### config.mk
export PLATFORM = sky130hd
export DESIGN_NAME = timer16_control_channel0
export DESIGN_NICKNAME = d
export VERILOG_FILES = /design/src/timer_pkg.sv /design/src/timer_prescaler.sv /design/src/timer_edge_sync.sv /design/src/timer16_control_channel0.sv
export VERILOG_INCLUDE_DIRS = /design/src
export SDC_FILE = /design/constraint.sdc
export NUM_CORES = 1
export LEC_CHECK = 0
export BUFFER_PORTS_ARGS = -buffer_cell sky130_fd_sc_hd__buf_2
export CAP_MARGIN = 20
export CORE_ASPECT_RATIO = 0.7
export CORE_MARGIN = 2
export CORE_UTILIZATION = 40
export CTS_BUF_LIST = sky130_fd_sc_hd__clkbuf_4 sky130_fd_sc_hd__clkbuf_8
export CTS_CLUSTER_SIZE = 8
export DETAILED_ROUTE_END_ITERATION = 12
export SLEW_MARGIN = 10
export SYNTH_ARGS = -nofsm -noshare
export SYNTH_HDL_FRONTEND = slang
export SYNTH_HIERARCHICAL = 1
export SYNTH_SLANG_ARGS = --single-unit
### constraint.sdc
create_clock -name clock -period 3.1 [get_ports clock]
set_clock_uncertainty 0.05 [all_clocks]
set_input_delay 0.62 -clock clock [delete_from_list [all_inputs] [get_ports clock]]
set_output_delay 0.62 -clock clock [all_outputs]
set_load 0.05 [all_outputs]
### src/timer_defines.svh
`ifndef TIMER_DEFINES_SVH
`define TIMER_DEFINES_SVH
// =====================================================
// register offsets
`define OFS_CC0_LOW   8'hda
`define OFS_CC0_HIGH  8'hdb
`define OFS_CTL_STAT  8'he4
`define OFS_CH0_CTL   8'he5
// =====================================================
// control and status field positions
`define BIT_CH2_FLAG  7
`define BIT_CH1_FLAG  6
`define BIT_CH0_FLAG  5
`define BIT_TC_FLAG   4
`define FLD_FLAGS     7:4
`define FLD_DIV       3:2
`define FLD_MODE      1:0
// =====================================================
// channel 0 control field positions
`define BIT_CAP_SRC   7
`define BIT_IRQ_MASK  6
`define FLD_ACT       5:3
`define BIT_CCMODE    2
`define FLD_EDGE      1:0
// =====================================================
// reset values and free-running top count
`define RST_CTL_STAT  8'h00
`define RST_CH0_CTL   8'h40
`define RST_CC0       16'h0000
`define CNT_TOP       16'hffff
// =====================================================
// prescaler last count for divide by 1, 8, 32, 128
`define DIV1_LAST     7'h00
`define DIV8_LAST     7'h07
`define DIV32_LAST    7'h1f
`define DIV128_LAST   7'h7f
`endif

### src/timer_pkg.sv
package timer_pkg;
    // =====================================================
    // counting modes
    typedef enum logic [1:0] {
        mode_suspend = 2'b00,
        mode_free    = 2'b01,
        mode_modulo  = 2'b10,
        mode_updown  = 2'b11
    } count_mode_t;

    // =====================================================
    // complete state of the timer core
    typedef struct packed {
        logic [15:0] cnt;
        logic        down;
        logic [15:0] cmp_act;
        logic [15:0] cmp_shadow;
        logic [7:0]  low_buf;
        logic        pend;
        logic [3:0]  flags;
        logic [1:0]  div;
        count_mode_t mode;
        logic [7:0]  ch0_ctl;
        logic        out;
        logic        irq;
        logic [7:0]  rdata;
    } timer_state_t;

    // =====================================================
    // input synchroniser state
    typedef struct packed {
        logic ff1;
        logic ff2;
        logic ff3;
        logic level;
    } sync_state_t;
endpackage

### src/timer_prescaler.sv
`include "timer_defines.svh"
module timer_prescaler #(
    parameter int WIDTH = 7
) (
    // clock and reset
    input  wire logic             clock,
    input  wire logic             rst,
    // control
    input  wire logic             tick,
    input  wire logic             run,
    input  wire logic [1:0]       div,
    // advance strobe
    output logic                  step
);
    logic [WIDTH-1:0] pcnt_r;
    logic [WIDTH-1:0] pcnt_nxt;
    logic [WIDTH-1:0] last;

    // divide code to last count
    always_comb begin
        unique case (div)
            2'b00: last = WIDTH'(`DIV1_LAST);
            2'b01: last = WIDTH'(`DIV8_LAST);
            2'b10: last = WIDTH'(`DIV32_LAST);
            2'b11: last = WIDTH'(`DIV128_LAST);
        endcase
    end

    // held at zero while suspended so restart gives a full period
    assign step = run & tick & (pcnt_r >= last);
    always_comb begin
        pcnt_nxt = pcnt_r;
        if (!run || step) begin
            pcnt_nxt = '0;
        end else if (tick) begin
            pcnt_nxt = pcnt_r + WIDTH'(1);
        end
    end

    always_ff @(posedge clock or posedge rst) begin
        if (rst) begin
            pcnt_r <= '0;
        end else begin
            pcnt_r <= pcnt_nxt;
        end
    end
endmodule

### src/timer_edge_sync.sv
module timer_edge_sync (
    // clock and reset
    input  wire logic clock,
    input  wire logic rst,
    // pin and edges
    input  wire logic pin,
    output logic      rise,
    output logic      fall
);
    timer_pkg::sync_state_t st_r;
    timer_pkg::sync_state_t st_nxt;

    // a change counts once stages two and three agree
    always_comb begin
        st_nxt = st_r;
        st_nxt.ff1 = pin;
        st_nxt.ff2 = st_r.ff1;
        st_nxt.ff3 = st_r.ff2;
        if (st_r.ff2 == st_r.ff3) begin
            st_nxt.level = st_r.ff3;
        end
    end

    assign rise = st_nxt.level & ~st_r.level;
    assign fall = ~st_nxt.level & st_r.level;

    always_ff @(posedge clock or posedge rst) begin
        if (rst) begin
            st_r <= '0;
        end else begin
            st_r <= st_nxt;
        end
    end
endmodule

### src/timer16_control_channel0.sv
// What this block does
// - channel 2, 1, 0 flags in bits 7, 6, 5 set on their events.
// - status flags clear only by writing zero; writing one leaves them.
// - overflow flag bit 4 sets at terminal count in free or modulo mode.
// - two-bit prescaler divides tick by 1, 8, 32 or 128.
// - mode 00 suspends counting.
// - mode 01 counts 0x0000 to 0xffff and wraps.
// - mode 10 counts 0x0000 to channel 0 compare value and restarts.
// - mode 11 counts up to compare value then down to zero.
// - bit 7 picks capture from pin (0) or radio event (1).
// - bit 6 mask, reset one, lets channel 0 events request interrupts.
// - on match, action 000 sets, 001 clears, 010 toggles output.
// - action 011 sets on up match, clears at zero outside up/down mode, at down match in it.
// - action 100 clears on up match, sets at zero outside up/down mode, at down match in it.
// - bit 2 selects capture (0) or compare (1) operation.
// - pin capture edge: 00 off, 01 rising, 10 falling, 11 both; radio events capture whatever the edge bits.
// - readable, writable high byte of compare value, resets to zero.
// - low byte write is buffered until the high byte is written.
// - actions 1 to 3 load compare at once; others at count zero.
// - setting the mask with flag already set requests an interrupt.
//
// Added by the designer: the plain strobed port.
`include "timer_defines.svh"
module timer16_control_channel0 (
    // clock and reset
    input  wire logic        clock,
    input  wire logic        rst,
    // register port
    input  wire logic [7:0]  addr,
    input  wire logic [7:0]  wdata,
    input  wire logic        wr,
    input  wire logic        rd,
    output logic      [7:0]  rdata,
    // count sources and capture triggers
    input  wire logic        tick,
    input  wire logic        capture_pin,
    input  wire logic        radio_event,
    // events of channels 1 and 2
    input  wire logic        chan1_event,
    input  wire logic        chan2_event,
    // results
    output logic      [15:0] count_value,
    output logic      [3:0]  status_flags,
    output logic             chan0_out,
    output logic             chan0_irq
);
    timer_pkg::timer_state_t st_r;
    timer_pkg::timer_state_t st_nxt;
    logic       step;
    logic       pin_rise;
    logic       pin_fall;
    logic       run;
    logic       match;
    logic       at_zero;
    logic       cap_evt;
    logic       ch0_evt;
    logic       tc_evt;
    logic [2:0] act;
    logic [3:0] keep;

    // =====================================================
    // helpers

    // true for a write strobe at the given offset
    function automatic logic hit_wr(input logic [7:0] ofs);
        return wr && (addr == ofs);
    endfunction

    // =====================================================
    // count source and capture pin

    assign run = st_r.mode != timer_pkg::mode_suspend;

    timer_prescaler #(
        .WIDTH (7)
    ) u_prescaler (
        .clock (clock),
        .rst   (rst),
        .tick  (tick),
        .run   (run),
        .div   (st_r.div),
        .step  (step)
    );

    timer_edge_sync u_pin_sync (
        .clock (clock),
        .rst   (rst),
        .pin   (capture_pin),
        .rise  (pin_rise),
        .fall  (pin_fall)
    );

    // =====================================================
    // event decode

    assign act = st_r.ch0_ctl[`FLD_ACT];
    // matches only on an advance, so a suspended timer makes none
    assign match = step && st_r.ch0_ctl[`BIT_CCMODE]
                   && (st_r.cnt == st_r.cmp_act);
    assign at_zero = step && (st_r.cnt == 16'h0000);

    // capture trigger select and edge select
    always_comb begin
        cap_evt = 1'b0;
        if (!st_r.ch0_ctl[`BIT_CCMODE]) begin
            if (st_r.ch0_ctl[`BIT_CAP_SRC]) begin
                cap_evt = radio_event;
            end else begin
                cap_evt = (st_r.ch0_ctl[0] & pin_rise)
                        | (st_r.ch0_ctl[1] & pin_fall);
            end
        end
    end

    assign ch0_evt = match | cap_evt;

    // terminal count only in free-running and modulo
    always_comb begin
        tc_evt = 1'b0;
        if (step) begin
            if (st_r.mode == timer_pkg::mode_free) begin
                tc_evt = st_r.cnt == `CNT_TOP;
            end else if (st_r.mode == timer_pkg::mode_modulo) begin
                tc_evt = st_r.cnt >= st_r.cmp_act;
            end
        end
    end

    // zero bits written to the status flags clear them
    assign keep = hit_wr(`OFS_CTL_STAT) ? wdata[`FLD_FLAGS] : 4'hf;

    // =====================================================
    // next state
    always_comb begin
        st_nxt = st_r;
        st_nxt.irq = 1'b0;
        st_nxt.rdata = 8'h00;

        // counter
        if (step) begin
            unique case (st_r.mode)
                timer_pkg::mode_free: begin
                    st_nxt.cnt = st_r.cnt + 16'h0001;
                end
                timer_pkg::mode_modulo: begin
                    if (tc_evt) begin
                        st_nxt.cnt = 16'h0000;
                    end else begin
                        st_nxt.cnt = st_r.cnt + 16'h0001;
                    end
                end
                timer_pkg::mode_updown: begin
                    // turns at the compare value and at zero
                    if (!st_r.down && st_r.cnt < st_r.cmp_act) begin
                        st_nxt.cnt = st_r.cnt + 16'h0001;
                    end else if (st_r.cnt != 16'h0000) begin
                        st_nxt.cnt = st_r.cnt - 16'h0001;
                        st_nxt.down = 1'b1;
                    end else begin
                        st_nxt.down = 1'b0;
                        if (st_r.cmp_act != 16'h0000) begin
                            st_nxt.cnt = 16'h0001;
                        end
                    end
                end
                timer_pkg::mode_suspend: begin
                    st_nxt.cnt = st_r.cnt;
                end
            endcase
        end
        if (st_r.mode != timer_pkg::mode_updown) begin
            st_nxt.down = 1'b0;
        end

        // compare output action
        if (st_r.ch0_ctl[`BIT_CCMODE]) begin
            unique case (act)
                3'b000: if (match) st_nxt.out = 1'b1;
                3'b001: if (match) st_nxt.out = 1'b0;
                3'b010: if (match) st_nxt.out = ~st_r.out;
                3'b011: begin
                    if (match && !st_r.down) begin
                        st_nxt.out = 1'b1;
                    end else if (st_r.mode == timer_pkg::mode_updown) begin
                        if (match) st_nxt.out = 1'b0;
                    end else if (at_zero) begin
                        st_nxt.out = 1'b0;
                    end
                end
                3'b100: begin
                    if (match && !st_r.down) begin
                        st_nxt.out = 1'b0;
                    end else if (st_r.mode == timer_pkg::mode_updown) begin
                        if (match) st_nxt.out = 1'b1;
                    end else if (at_zero) begin
                        st_nxt.out = 1'b1;
                    end
                end
                // codes above 100 are unused, output holds
                default: st_nxt.out = st_r.out;
            endcase
        end

        // status flags, a set in the clearing cycle wins
        st_nxt.flags = (st_r.flags & keep)
                     | {chan2_event, chan1_event, ch0_evt, tc_evt};

        // interrupt request, also when the mask is newly set
        if (hit_wr(`OFS_CH0_CTL)) begin
            st_nxt.ch0_ctl = wdata;
        end
        // flags are {ch2, ch1, ch0, terminal}, so channel 0 is bit 1
        st_nxt.irq = st_nxt.ch0_ctl[`BIT_IRQ_MASK]
                     & (ch0_evt | (~st_r.ch0_ctl[`BIT_IRQ_MASK]
                        & st_nxt.flags[1]));

        // control writes
        if (hit_wr(`OFS_CTL_STAT)) begin
            st_nxt.div = wdata[`FLD_DIV];
            st_nxt.mode = timer_pkg::count_mode_t'(wdata[`FLD_MODE]);
        end

        // deferred compare load when the count is at zero
        if (st_r.pend && st_r.cnt == 16'h0000) begin
            st_nxt.cmp_act = st_r.cmp_shadow;
            st_nxt.pend = 1'b0;
        end

        // compare value writes, low byte waits for the high byte
        if (hit_wr(`OFS_CC0_LOW)) begin
            st_nxt.low_buf = wdata;
        end
        if (hit_wr(`OFS_CC0_HIGH)) begin
            st_nxt.cmp_shadow = {wdata, st_r.low_buf};
            if (act >= 3'b001 && act <= 3'b011) begin
                st_nxt.cmp_act = {wdata, st_r.low_buf};
                st_nxt.pend = 1'b0;
            end else begin
                st_nxt.pend = 1'b1;
            end
        end

        // a capture overwrites both copies of the value
        if (cap_evt) begin
            st_nxt.cmp_shadow = st_r.cnt;
            st_nxt.cmp_act = st_r.cnt;
            st_nxt.pend = 1'b0;
        end

        // read data stand for the one cycle after the strobe
        if (rd) begin
            unique case (addr)
                `OFS_CC0_LOW:  st_nxt.rdata = st_r.cmp_shadow[7:0];
                `OFS_CC0_HIGH: st_nxt.rdata = st_r.cmp_shadow[15:8];
                `OFS_CTL_STAT: st_nxt.rdata = {st_r.flags, st_r.div,
                                               st_r.mode};
                `OFS_CH0_CTL:  st_nxt.rdata = st_r.ch0_ctl;
                default:       st_nxt.rdata = 8'h00;
            endcase
        end
    end

    // =====================================================
    // state register
    always_ff @(posedge clock or posedge rst) begin
        if (rst) begin
            st_r <= '{cnt: 16'h0000, down: 1'b0, cmp_act: `RST_CC0,
                      cmp_shadow: `RST_CC0, low_buf: 8'h00, pend: 1'b0,
                      flags: 4'h0, div: 2'b00,
                      mode: timer_pkg::mode_suspend,
                      ch0_ctl: `RST_CH0_CTL, out: 1'b0, irq: 1'b0,
                      rdata: 8'h00};
        end else begin
            st_r <= st_nxt;
        end
    end

    assign rdata = st_r.rdata;
    assign count_value = st_r.cnt;
    assign status_flags = st_r.flags;
    assign chan0_out = st_r.out;
    assign chan0_irq = st_r.irq;
endmodule

======== Word-level counts from Yosys, hierarchy flattened ========
Cells that the tools add are included.
cells by class
  reduce and logical (&&, ||, !) cells .... 30
  shifts and indexed selects .............. 0
  $mul .................................... 0
  divide/modulo/power cells ............... 0
  bitwise gates (word level) .............. 18
  add/sub/neg operators ................... 3
  muxes and demuxes ....................... 40
  equal/unequal tests ..................... 23
  magnitude comparators ................... 5
operators with widths
  cell                                                 count
  two-way mux 16 bit                                   5
  two-way mux 32 bit                                   2
  one-hot mux 16 bit (3 select lines)                  1
  equality test 8 bit (second input constant)          4
  one-hot mux 8 bit (4 select lines)                   1
  nonzero test 16 bit                                  2
  one-hot mux 7 bit (4 select lines)                   1
  two-way mux 1 bit                                    23
  two-way mux 7 bit                                    3
  two-way mux 17 bit                                   1
  adder 16 x 1 -> 16 bit (second input constant)       1
  equality test 16 bit                                 1
  equality test 16 bit (second input constant)         1
  >= comparator 16 bit                                 1
  zero test 16 bit                                     1
  less-than comparator 16 bit                          1
  subtractor 16 x 1 -> 16 bit (second input constant)  1
  != test 4 bit (second input constant)                3
  logical AND 1 bit                                    11
  nonzero test 2 bit                                   5
  bitwise AND 1 bit                                    8
  equality test 2 bit (second input constant)          4
  two-way mux 8 bit                                    1
  adder 7 x 1 -> 7 bit (second input constant)         1
  24 further kinds                                     36
storage, ports and cells
  word-level logic and storage cells ...... 138
  input port bits ......................... 25
  register bits ........................... 95
  latch bits .............................. 0
  ROM bits ................................ 0
  RAM bits ................................ 0
  memories ................................ 0
  output and inout bits ................... 30

======== Longest topological paths before layout ========
  depth after elaboration ................. 13
  depth in mapped cells ................... 12
  mapped depth without buffers ............ 12

======== By module ========
Netlist, hierarchy kept.
modules (own cells, without submodules)
  module                    area each (µm²)  seq. area each (µm²)  instances  cells each
  timer16_control_channel0  5615.4           2103.3                1          637
  timer_prescaler           475.5            175.2                 1          50
  timer_edge_sync           132.6            100.1                 1          8

======== Worst setup path before layout ========
No wires, ideal clock.
  path kind ............................... flip-flop to flip-flop
  start ................................... register st_r, in the netlist count_value[14]
  end ..................................... register st_r, in the netlist count_value[12]
  data arrival time ....................... 2466 ps
  clock period less this slack ............ 2661 ps
  path buffers ............................ 1
  stages on the path, launching flop included .. 10
  path slack .............................. 439 ps
  library setup time ...................... 145 ps
  data required time ...................... 2905 ps
  cells stage by stage .................... dfrtp_1 -> ha_1 -> nand4_1 -> nor3_1 -> o21ai_1 -> and3_1 -> buf_2 -> o41ai_1 -> mux2i_1 -> o211ai_1
between the ends
  word-level cells in the longest chain between the ends .. 6
  elaborated cells on any way between the ends .. 14
ends and longest elaborated chain
  what                                 line                             source
  start: declaration                   timer16_control_channel0.sv:47   timer_pkg::timer_state_t st_r;
  start signal: assignment             timer16_control_channel0.sv:267  st_r <= '{cnt: 16'h0000, down: 1'b0, cmp_act: `RST_CC0,
  start signal: assignment             timer16_control_channel0.sv:274  st_r <= st_nxt;
  >= comparator 16 bit                 timer16_control_channel0.sv:124  tc_evt = st_r.cnt >= st_r.cmp_act;
  two-way mux 1 bit                    timer16_control_channel0.sv:123  end else if (st_r.mode == timer_pkg::mode_modulo) begin
  two-way mux 1 bit                    timer16_control_channel0.sv:121  if (st_r.mode == timer_pkg::mode_free) begin
  two-way mux 1 bit                    timer16_control_channel0.sv:120  if (step) begin
  two-way mux 16 bit                   timer16_control_channel0.sv:146  if (tc_evt) begin
  one-hot mux 16 bit (3 select lines)  timer16_control_channel0.sv:141  unique case (st_r.mode)
Parallel ways exist; a longest one is shown, timed or not.
A chain may end at the register's enable or synchronous reset.

======== Worst setup path in the final report ========
  start ................................... register st_r[58] (netlist bit)
  end ..................................... register st_r, in the netlist count_value[2]
The elaborated chain is that of the path after synthesis.

==> results.py <==
metrics = {
    "logic_synthesis": {
        "ys_types": 77,
        "ys_seq_elements": 95,
        "synth-main-ff-cell": "dfrtp_1",
        "syn_nets": 744,
        "ys_seq_area_share_pct": 38.2,
        "synth_cells": 695,
        "synth_top_area_share_pct": 37.8,
        "synth_commonest_cells": "dfrtp_1, nand2_1, nor2_1, nand3_1, o21ai_0",
        "synth_edf_count": 0,
        "ys_async_sr_fraction_pct": 100,
        "syn_area_mm2": 0.00622,
        "yosys.area.top_type": "dfrtp_1",
        "synth.area.top_cells": "dfrtp_1, nand2_1, mux2i_1, ha_1, mux2_2",
        "ys_warn_count": 6,
        "yosysMostFrequentCell": "dfrtp_1",
        "syn_area_per_cell_um2": 8.95,
    },
    "worst_setup_path": {
        "timing.reg2reg.setup_slack_ns": 0.20,
        "path_common_cell": "buf_4",
        "critPathKind": "flop to flop",
        "worst_path_max_delay_cell": "dfrtp_1",
        "reg2reg_depth": 11,
        "cp_max_fo": 8,
        "end_kind": "flop",
        "cp_cell_sequence": "inv_1 -> ha_1 -> a41oi_1 -> o21ai_0 -> a22oi_2 -> buf_4 -> a311oi_4 -> buf_4 -> nor2_1 -> o221ai_1 -> a22o_1",
        "max_stage_delay_ns": 0.46,
        "setup.worst_path.start_class": "flop",
        "worstPathRequired_ns": 3.32,
        "critical_path_arrival_ns": 3.11,
    },
    "sta": {
        "worst_slew_pin_slew_ns": 0.690,
        "setup-violations-final": 0,
        "slew_headroom_pct": 54.0,
        "max_freq_mhz": 345,
        "final.setup.tns_ns": 0,
        "period_minus_slack_ns": 2.90,
        "hold_viol_final": 0,
        "rsz0062_at_grt": "no",
        "finalMaxSlewViolations": 0,
        "finalCritPeriodShare_pct": 93.4,
        "hold_ws_ns": 0.0947,
    },
    "run": {
        "max_cap_viol_count": 0,
    },
    "clock_tree": {
        "clk_latency_ns": 0.37,
        "htreeDepth": 3,
        "cts.reportedPaths.clkPinSlew_ns": 0.09,
        "post_cts_buffers": 0,
        "ctsRootBufferMaster": "clkbuf_8",
        "cts_buffers": 9,
        "clock_path_buffers": 2,
        "cts.sinks": 95,
        "cts_tree": "yes",
        "cts_hold_buf": 0,
    },
    "finish": {
        "final_net_count": 798,
        "n_fill_cell": 1494,
        "diodes": 0,
        "layout-drive-gt1-share_pct": 21.9,
        "syn2layout_area_growth_pct": 13.1,
    },
    "drt": {
        "drt_wl_total_um": 19200,
        "drt-initial-drc-count": 534,
        "dr.pass1.iters": 5,
        "routed_via_density": 6.01,
        "drc": 0,
        "dr_total_vias": 5732,
        "ant_nets": 0,
        "drt-wirelength-per-cell_um": 20.1,
    },
    "die": {
        "io_pins": 55,
        "die_h_um": 108,
        "dieArea_mm2": 0.0166,
        "die_w_um": 153,
        "coreArea_mm2": 0.0154,
        "row_count": 38,
        "start_util_pct": 40.5,
    },
    "power_and_ir_drop": {
        "total_power_mw": 3.42,
        "powerDensity_mw_per_mm2": 485,
        "ir_drop_mv": 0.223,
        "leakagePower_nw": 3.34,
    },
    "place": {
        "dpl.hpwl_um": 14400,
        "gp_congestion": 0.974,
        "port-buffer-count": 54,
    },
    "global_route": {
        "grt_usage_pct": 23.9,
        "antenna_found_initial": 0,
        "grt_pass1_wl_um": 30700,
        "grt_pass1_vias": 5544,
        "grt_max_degree": 52,
        "grt-ovfl-total": 0,
    },
    "hold_path": {
        "min_path_type": "input port to async pin",
    },
    "run_status": {
        "status": "complete, no violations",
    },
}
-- state kept, by name (all words and copies together), names as in the netlist --
name and cells:
u_pin_sync/st_r 2, count_value 16, u_prescaler/pcnt_r 7, chan0_out 1
u_pin_sync/st_nxt 2, act 3, rdata 8, status_flags 4
chan0_irq 1, st_r 51
-- power breakdown --
part,internal (mW),switching [mW],total (mW)
clock network,0.568,0.442,1.01
registers,1.40,0.205,1.61
logic,0.350,0.448,0.798
-- cell families after synthesis --
group	share of synthesized area [%]
XOR/XNOR	0.844
AO/OA/AOI/OAI	16.4
multiplexers	8.79
buffers and inverters	7.92
adder cells (fa/ha/maj)	5.01
flip-flops	38.2
AND/OR/NAND/NOR	22.8
-- path summary, 6_finish.rpt --
path,to,from
setup / recovery,count_value[2],st_r[58]
hold / removal,u_pin_sync/st_nxt[2],rst
setup reg to reg,count_value[2],st_r[58]
hold reg to reg,u_pin_sync/st_nxt[1],u_pin_sync/st_nxt[2]
max in group asynchronous,count_value[6],rst
min in group clock,u_pin_sync/st_nxt[2],capture_pin
-- metrics by stage --
stage | setup WS, ns | instances | instance area [um2] | util, %
2_1_floorplan | 0.267 | 695 | 6220 | -
3_3_place_gp | 0.213 | 938 | 6770 | 44.1
3_5_place_dp | 0.183 | 938 | 6770 | 44.1
4_1_cts | 0.149 | 954 | 7020 | 45.7
5_1_grt | 0.00558 | 954 | 7040 | 45.8
6_report | 0.204 | 954 | 7040 | 45.8
-- metal layers --
layer  wire length (um)  track usage [%]  up-vias
li1                   -                -     2609
met1               9070             34.4     2846
met2               8220             34.9      248
met3               1610             6.85       29
met4                286             6.81        0
met5                  0                0        -
-- critical path, delay by kind of cell (launching register included) --
family | cells | cell delay, ns
compound gates | 6 | 1.09
fa+ha+maj | 1 | 0.31
buf+inv | 3 | 0.48
flops | 1 | 0.46
simple gates | 1 | 0.39
-- cells in the final DEF, fill, tap and decap left out, types with 3 or more instances in the layout --
| cell type | n |
|---|---|
| nor4_1 | 9 |
| o221ai_1 | 3 |
| nor2b_1 | 3 |
| o211ai_1 | 8 |
| mux2i_1 | 31 |
| nand2b_1 | 4 |
| mux2_2 | 21 |
| and2_1 | 10 |
| nand2_1 | 86 |
| nor3_1 | 9 |
| o21ai_0 | 40 |
| o22ai_1 | 6 |
| buf_2 | 54 |
| a2bb2oi_1 | 3 |
| nand3b_1 | 5 |
| bufinv_16 | 3 |
| a21oi_1 | 24 |
| inv_1 | 30 |
| a31oi_1 | 3 |
| a22oi_1 | 6 |
| buf_4 | 50 |
| nor3b_1 | 3 |
| or4_1 | 3 |
| a311o_1 | 16 |
| xor2_1 | 4 |
| nand3_1 | 42 |
| clkbuf_8 | 10 |
| nand4_1 | 11 |
| nor2_1 | 55 |
| ha_1 | 24 |
| or3_1 | 10 |
| a22o_1 | 4 |
| o21ai_1 | 3 |
| dfrtp_1 | 94 |
| a211oi_1 | 3 |
| and3_1 | 6 |
-- repair_timing --
| action | in CTS | in global routing |
|---|---|---|
| gates resized for setup | 0 | 5 |
| hold endpoints to repair | 0 | 0 |
| endpoints found under the setup margin | 0 | 11 |
-- cell type report --
| cell class | instances | area, um2 | share of cell area [%] |
|---|---|---|---|
| multi-input cells | 507 | 3380 | 48.0 |
| flip-flops and latches | 95 | 2380 | 33.8 |
| repair buffers | 105 | 666 | 9.45 |
| well taps | 200 | 250 | 3.55 |
| clock buffers | 11 | 145 | 2.06 |
| inverters | 31 | 118 | 1.67 |
| clock inverters | 5 | 106 | 1.51 |
Power figures use the tool's default switching activity.
